==> config.mk <==
export PLATFORM = sky130hd
export DESIGN_NAME = ebwsg_top
export DESIGN_NICKNAME = d
export VERILOG_FILES = /design/src/verilog/ebwsg_wait_counter.v /design/src/verilog/ebwsg_top.v
export VERILOG_INCLUDE_DIRS = /design/src /design/src/verilog
export SDC_FILE = /design/constraint.sdc
export NUM_CORES = 1
export LEC_CHECK = 0
export ABC_AREA = 0
export BUFFER_PORTS_ARGS = -buffer_cell sky130_fd_sc_hd__buf_2
export CAP_MARGIN = 20
export CORE_ASPECT_RATIO = 1.5
export CORE_MARGIN = 2
export CORE_UTILIZATION = 43
export DETAILED_ROUTE_END_ITERATION = 10
export PLACE_DENSITY = 0.8
export SLEW_MARGIN = 20
export SYNTH_ARGS = -nofsm -noshare
export SYNTH_HDL_FRONTEND = slang
export SYNTH_SLANG_ARGS = --single-unit
==> constraint.sdc <==
create_clock -name clk_i -period 1.5 [get_ports clk_i]
set_input_delay 0.3 -clock clk_i [delete_from_list [all_inputs] [get_ports clk_i]]
set_output_delay 0.3 -clock clk_i [all_outputs]
set_load 0.02 [all_outputs]
==> src/verilog/ebwsg_consts.vh <==
// Constants for the external bus wait-state generator.
`ifndef EBWSG_CONSTS_VH
`define EBWSG_CONSTS_VH
`define EBWSG_CTRL_IO_ADDR 16'hFFFF
`define EBWSG_PS_LSB 0
`define EBWSG_PS_MSB 2
`define EBWSG_DS_LSB 3
`define EBWSG_DS_MSB 5
`define EBWSG_IS_LSB 6
`define EBWSG_IS_MSB 8
`define EBWSG_VIS_LSB 9
`define EBWSG_VIS_MSB 10
`define EBWSG_WAIT_RESET 3'h7
`define EBWSG_VIS_RESET 2'h3
`define EBWSG_VIS_DATA 2'h2
`define EBWSG_VIS_PROG 2'h3
`define EBWSG_SPACE_PROG 2'h0
`define EBWSG_SPACE_DATA 2'h1
`define EBWSG_SPACE_IO 2'h2
`endif

==> src/verilog/ebwsg_wait_counter.v <==
// Down counter that holds an external access for its programmed wait count.
`timescale 1ns/1ps
module ebwsg_wait_counter
(
    // Clock and reset.
    input wire clk_i,
    input wire resetn_i,
    // Control.
    input wire load_i,
    input wire [2:0] count_i,
    // Status.
    output wire zero_o
);
    // Remaining programmed wait cycles.
    reg [2:0] remain;

    // Load during the base cycle of an access, then count down to zero.
    always @(posedge clk_i)
    begin
        if (!resetn_i)
        begin
            remain <= 3'h0;
        end
        else if (load_i)
        begin
            remain <= count_i;
        end
        else if (remain != 3'h0)
        begin
            remain <= remain - 3'h1;
        end
    end

    // High once the programmed count has run out.
    assign zero_o = (remain == 3'h0);
endmodule

==> src/verilog/ebwsg_top.v <==
// Wait-state generator and bus-visibility control for the external memory interface.
// What this block does
// - Three-bit field gives zero to seven waits.
// - Bits 2-0 set program space waits.
// - Bits 5-3 set data space waits.
// - Bits 8-6 set I/O space waits.
// - Ready stretches access, never shortens count.
// - Reset sets all wait fields to seven.
// - Bits 10-9 select trace; reset gives 11.
// - Bit ten low disables bus trace output.
// - Mode 10 traces data address and data.
// - Mode 11 traces program address and data.
// - Bits 15-11 always read as zero.
// - Register sits at top I/O address.
`timescale 1ns/1ps
`include "ebwsg_consts.vh"
module ebwsg_top
(
    // Clock and reset.
    input wire clk_i,
    input wire resetn_i,
    // CPU I/O space register port.
    input wire io_wr_i,
    input wire io_rd_i,
    input wire [15:0] io_addr_i,
    input wire [15:0] io_wdata_i,
    output reg [15:0] io_rdata_o,
    // External access request from the core.
    input wire acc_start_i,
    input wire [1:0] acc_space_i,
    input wire [15:0] acc_addr_i,
    // External ready pin.
    input wire ready_i,
    // Access status back to the core.
    output reg acc_busy_o,
    output reg acc_done_o,
    // External strobe and address.
    output reg ext_strobe_o,
    output reg [15:0] ext_addr_o,
    // Internal buses for visibility tracing.
    input wire internal_run_i,
    input wire [15:0] prog_addr_i,
    input wire [15:0] prog_data_i,
    input wire [15:0] data_addr_i,
    input wire [15:0] data_data_i,
    // Trace outputs onto the external pins.
    output reg trace_oe_o,
    output reg [15:0] trace_addr_o,
    output reg [15:0] trace_data_o
);
    // Control register fields.
    reg [2:0] program_space_wait_count;
    reg [2:0] data_space_wait_count;
    reg [2:0] io_space_wait_count;
    reg [1:0] bus_trace_select;
    // Ready pin synchroniser stages.
    reg ready_meta;
    reg ready_sync;
    // Access state.
    reg in_access;
    reg base_done;
    // Wait count latched when the access is taken, so a later write cannot change it.
    reg [2:0] acc_wait;
    // Wait count chosen for the starting access.
    reg [2:0] next_wait;
    // Counter status.
    wire wait_zero;
    // Register hit decode.
    wire reg_hit;

    // The control register answers only at the topmost I/O address.
    assign reg_hit = (io_addr_i == `EBWSG_CTRL_IO_ADDR);

    // Register write and reset values.
    always @(posedge clk_i)
    begin
        if (!resetn_i)
        begin
            program_space_wait_count <= `EBWSG_WAIT_RESET;
            data_space_wait_count <= `EBWSG_WAIT_RESET;
            io_space_wait_count <= `EBWSG_WAIT_RESET;
            bus_trace_select <= `EBWSG_VIS_RESET;
        end
        else if (io_wr_i && reg_hit)
        begin
            program_space_wait_count <= io_wdata_i[`EBWSG_PS_MSB:`EBWSG_PS_LSB];
            data_space_wait_count <= io_wdata_i[`EBWSG_DS_MSB:`EBWSG_DS_LSB];
            io_space_wait_count <= io_wdata_i[`EBWSG_IS_MSB:`EBWSG_IS_LSB];
            bus_trace_select <= io_wdata_i[`EBWSG_VIS_MSB:`EBWSG_VIS_LSB];
        end
    end

    // Registered read data; unmapped addresses and reserved bits read zero.
    always @(posedge clk_i)
    begin
        if (!resetn_i)
        begin
            io_rdata_o <= 16'h0000;
        end
        else if (io_rd_i && reg_hit)
        begin
            io_rdata_o <= {5'h00, bus_trace_select, io_space_wait_count,
                           data_space_wait_count, program_space_wait_count};
        end
        else
        begin
            io_rdata_o <= 16'h0000;
        end
    end

    // Ready comes from a pin, so it passes two flip-flops first.
    always @(posedge clk_i)
    begin
        if (!resetn_i)
        begin
            ready_meta <= 1'b1;
            ready_sync <= 1'b1;
        end
        else
        begin
            ready_meta <= ready_i;
            ready_sync <= ready_meta;
        end
    end

    // Select the wait field for the space of the starting access.
    always @*
    begin
        case (acc_space_i)
            `EBWSG_SPACE_PROG: next_wait = program_space_wait_count;
            `EBWSG_SPACE_DATA: next_wait = data_space_wait_count;
            `EBWSG_SPACE_IO: next_wait = io_space_wait_count;
            default: next_wait = program_space_wait_count;
        endcase
    end

    // Counter loads the latched count during the base cycle, so the base cycle never eats a wait.
    // Loading it at the start edge instead made one wait state look the same as none.
    ebwsg_wait_counter u_wait
    (
        .clk_i(clk_i),
        .resetn_i(resetn_i),
        .load_i(in_access && !base_done),
        .count_i(acc_wait),
        .zero_o(wait_zero)
    );

    // Access sequencer: one base cycle, the programmed waits, then ready.
    always @(posedge clk_i)
    begin
        if (!resetn_i)
        begin
            in_access <= 1'b0;
            base_done <= 1'b0;
            acc_wait <= 3'h0;
            acc_busy_o <= 1'b0;
            acc_done_o <= 1'b0;
            ext_strobe_o <= 1'b0;
            ext_addr_o <= 16'h0000;
        end
        else if (!in_access)
        begin
            acc_done_o <= 1'b0;
            base_done <= 1'b0;
            if (acc_start_i)
            begin
                // Start: strobe and address held stable until the end.
                in_access <= 1'b1;
                acc_busy_o <= 1'b1;
                ext_strobe_o <= 1'b1;
                ext_addr_o <= acc_addr_i;
                // The field of this space is frozen here for the whole access.
                acc_wait <= next_wait;
            end
        end
        else if (!base_done)
        begin
            // The base cycle has now elapsed.
            base_done <= 1'b1;
        end
        else if (wait_zero && ready_sync)
        begin
            // Waits spent and ready seen: finish, early ready ignored before.
            in_access <= 1'b0;
            acc_busy_o <= 1'b0;
            acc_done_o <= 1'b1;
            ext_strobe_o <= 1'b0;
        end
    end

    // Bus visibility: mirror the selected internal bus while running internally and no external access is in progress.
    always @(posedge clk_i)
    begin
        if (!resetn_i)
        begin
            trace_oe_o <= 1'b0;
            trace_addr_o <= 16'h0000;
            trace_data_o <= 16'h0000;
        end
        else if (bus_trace_select[1] && internal_run_i && !in_access)
        begin
            trace_oe_o <= 1'b1;
            if (bus_trace_select == `EBWSG_VIS_PROG)
            begin
                trace_addr_o <= prog_addr_i;
                trace_data_o <= prog_data_i;
            end
            else
            begin
                trace_addr_o <= data_addr_i;
                trace_data_o <= data_data_i;
            end
        end
        else
        begin
            // Bit ten low, not running internally, or an external access in progress: nothing driven onto the pins.
            trace_oe_o <= 1'b0;
            trace_addr_o <= 16'h0000;
            trace_data_o <= 16'h0000;
        end
    end
endmodule

==> results.tsv <==
metric	value	unit
ys async rst share	0	%
vias in the first global route	2738	
cts hold-fix bufs	0	
Leak	2.16	nW
vias per cell	4.83	
Clock Latency Late Sink	0.35	ns
remaining global-route overflow	0	
share of the synthesized area in the top cell type	53.4	%
CP peak stage delay	0.30	ns
WL met1	2820	um
YS warnings	0	
core area	0.00713	mm2
Die Area	0.00795	mm2
WL met3	489	um
Antenna Cells	0	
post-synthesis compound-gate area fraction	16.9	%
top layer in use	met4	
dpl cells	607	
VDD IR max	0.576	mV
crit share post-route	90.2	%
sequential power share	52.5	%
Reg clk slew, reported paths	0.07	ns
largest family of logic cells by synthesized area	simple AND/OR/NAND/NOR gates	
NetSw	1.15	mW
Hold WC Path Type	in2reg	
DP Area	0.00407	mm2
Filler Cell Count	636	
cells after synthesis	364	
crit-path cells	inv_1, ha_1, nor2b_2, nor2b_1, a211o_1, a21boi_1	
Iter 0 DRT Violations	115	
utilization after layout	59.4	%
# H-tree levels	3	
Max Cap Viol	0	
Synth Area in Adders	1.61	%
Slew Limit Fails	0	
critical path depth in cells	6	
Bufs on Longest Clock Path	2	
first-pass GRT wire length	11900	um
fin cells	621	
CP max FO	5	
PD cells	1060	mW/mm2
IO Port Bufs	178	
routed vias	3000	
largest net degree at the start of global routing	34	
HPWL Detailed	5660	um
status	complete, no violations	
worst hold margin	0.132	ns
#FFs+latches synth	83	
Final min period	1.35	ns
layout cells sized above 1	37.5	%
register area	0.00166	mm2
unrepaired setup endpoints after global routing	no	
WL per Instance	12.0	um
Worst R2R Path Depth	6	
Sw Share	25.6	%
fin area	0.00424	mm2
clk sink count	83	
register area share after synthesis	53.4	%
Top Family by Delay on Critical Path	compound AO/OA/AOI/OAI gates	
clock group share of total power	30.9	%
WL met2	3920	um
kind of launch point of the worst setup path	flop	
syn_area_per_cell	8.55	um2
Buf+Inv Stages, Crit Path	1	
Initial Util	43.6	%
final hold vios	0	
antenna violations before repair	0	
Area Growth Syn to Fin	36.2	%
NumNets Final	663	
Logic pwr share	16.6	%
First-pass DRT Iterations	4	
footprint of the multi-input gates	0.00129	mm2
Final Wtd Congestion	0.815	
Routed WL	7440	um
hold path depth	2	
cell taking the most area after synthesis	dfxtp_1	
Post-Synth Simple-Gate Area	21.8	%
Setup Viol. Count Final	0	
overall routing resource usage	19.5	%
Pint	3.33	mW
root buf cell	clkbuf_8	
Critical Path End Type	flop	
crit path kind	reg2reg	
die height	108	um
top post-synthesis cells by area	dfxtp_1 53%, nand2_1 15%, a21oi_1 5.3%, a21boi_0 4.6%, and2_1 3.0%	
Distinct cells, synth	33	
Post-synth EDFFs	0	
antenna viol nets, final	0	
Post-route DRC	0	
row cnt	38	
mux contribution to synthesized area	0.322	%
TritonCTS clock tree	done	
Arr. time, crit path	1.63	ns
Ports	189	
skew final	0.00556	ns
CP max stage cell	dfxtp_1	
Cell Area, Synth	0.00311	mm2
Main synth FF type	dfxtp_1	
die width	73.5	um
most common cell after layout, fill and taps aside	buf_2	
Worst Path Required	1.78	ns
Synth Area in XOR/XNOR	0.281	%
CTS Buf Count	9	
FMAX	739	MHz
commonest non-fill, non-tap cells in the layout	178 x buf_2, 121 x nand2_1, 83 x dfxtp_1	
-- metal layers --
layer,up-vias,GRT usage (%)
li1,1520,-
met1,1364,20.0
met2,102,34.7
met3,14,6.06
met4,0,9.61
met5,-,0
-- layout make-up --
class,instances,area share (%)
Sequential cell,83,39.2
Multi-Input combinational cell,252,30.5
Timing Repair Buffer,187,23.5
Clock buffer,12,3.66
Tap cell,80,2.36
Inverter,5,0.443
Clock inverter,2,0.295
-- what timing repair did --
| item | 4_1_cts | 5_1_grt |
|---|---|---|
| setup endpoints to repair | 0 | 3 |
| setup buffers | 0 | 0 |
| resized for setup | 0 | 1 |
-- per-stage QoR --
| stage | power (mW) | setup TNS (ns) | setup WS [ns] |
|---|---|---|---|
| after floorplan | 2.86 | 0 | 0.159 |
| after global placement | 3.12 | 0 | 0.0403 |
| after detailed placement | 3.15 | -0.236 | -0.0337 |
| after CTS | 4.54 | 0 | 0.0187 |
| after global routing | 4.73 | 0 | 0.0270 |
| final | 4.48 | 0 | 0.148 |
-- sequential cells by signal, summed over array words and instances (netlist names) --
signal                    flops
trace_oe_o                    1
io_rdata_o                   11
trace_data_o                 16
u_wait.remain                 3
io_space_wait_count           3
in_access                     1
trace_addr_o                 16
ext_strobe_o                  1
ready_sync                    1
ready_meta                    1
acc_wait                      3
program_space_wait_count      3
bus_trace_select              2
base_done                     1
data_space_wait_count         3
ext_addr_o                   16
acc_done_o                    1
-- logic make-up after synthesis --
family	after synthesis
fa+ha+maj	4
xor+xnor	1
other cells	1
buf+inv	33
mux	1
simple gates	155
flops	83
compound gates	86
-- path summary, 6_finish.rpt --
check / from / to / slack (ns)
setup / recovery: u_wait.remain[0]$_SDFFE_PN0P_ / u_wait.remain[1]$_SDFFE_PN0P_ / 0.15
hold / removal: ready_i / ready_meta$_SDFF_PN1_ / 0.13
setup reg to reg: u_wait.remain[0]$_SDFFE_PN0P_ / u_wait.remain[1]$_SDFFE_PN0P_ / 0.15
hold reg to reg: ready_meta$_SDFF_PN1_ / ready_sync$_SDFF_PN1_ / 0.44
-- cells in the mapped netlist, drive strengths merged, types with 3 or more instances --
library cell,n
a21boi,20
a21o,11
a21oi,33
a22oi,3
and2,15
buf,10
clkbuf,17
dfxtp,83
ha,4
inv,5
nand2,121
nand2b,3
nand4,5
nor2b,6
o21ai,16
-- worst reg2reg max path, cell delays in order, from the launching register on --
cell      delay, ns
dfxtp_1        0.30
inv_1          0.11
ha_1           0.17
nor2b_2        0.24
nor2b_1        0.07
a211o_1        0.26
a21boi_1       0.13
-- power groups by stage --
stage	Clock (mW)	Sequential, mW	Combinational (mW)
6_report	1.38	2.35	0.743
3_5_place_dp	0	2.40	0.744
4_1_cts	1.44	2.35	0.747
5_1_grt	1.52	2.36	0.853
2_1_floorplan	0	2.48	0.383
3_3_place_gp	0	2.40	0.722
(Power assumes the default switching activity.)
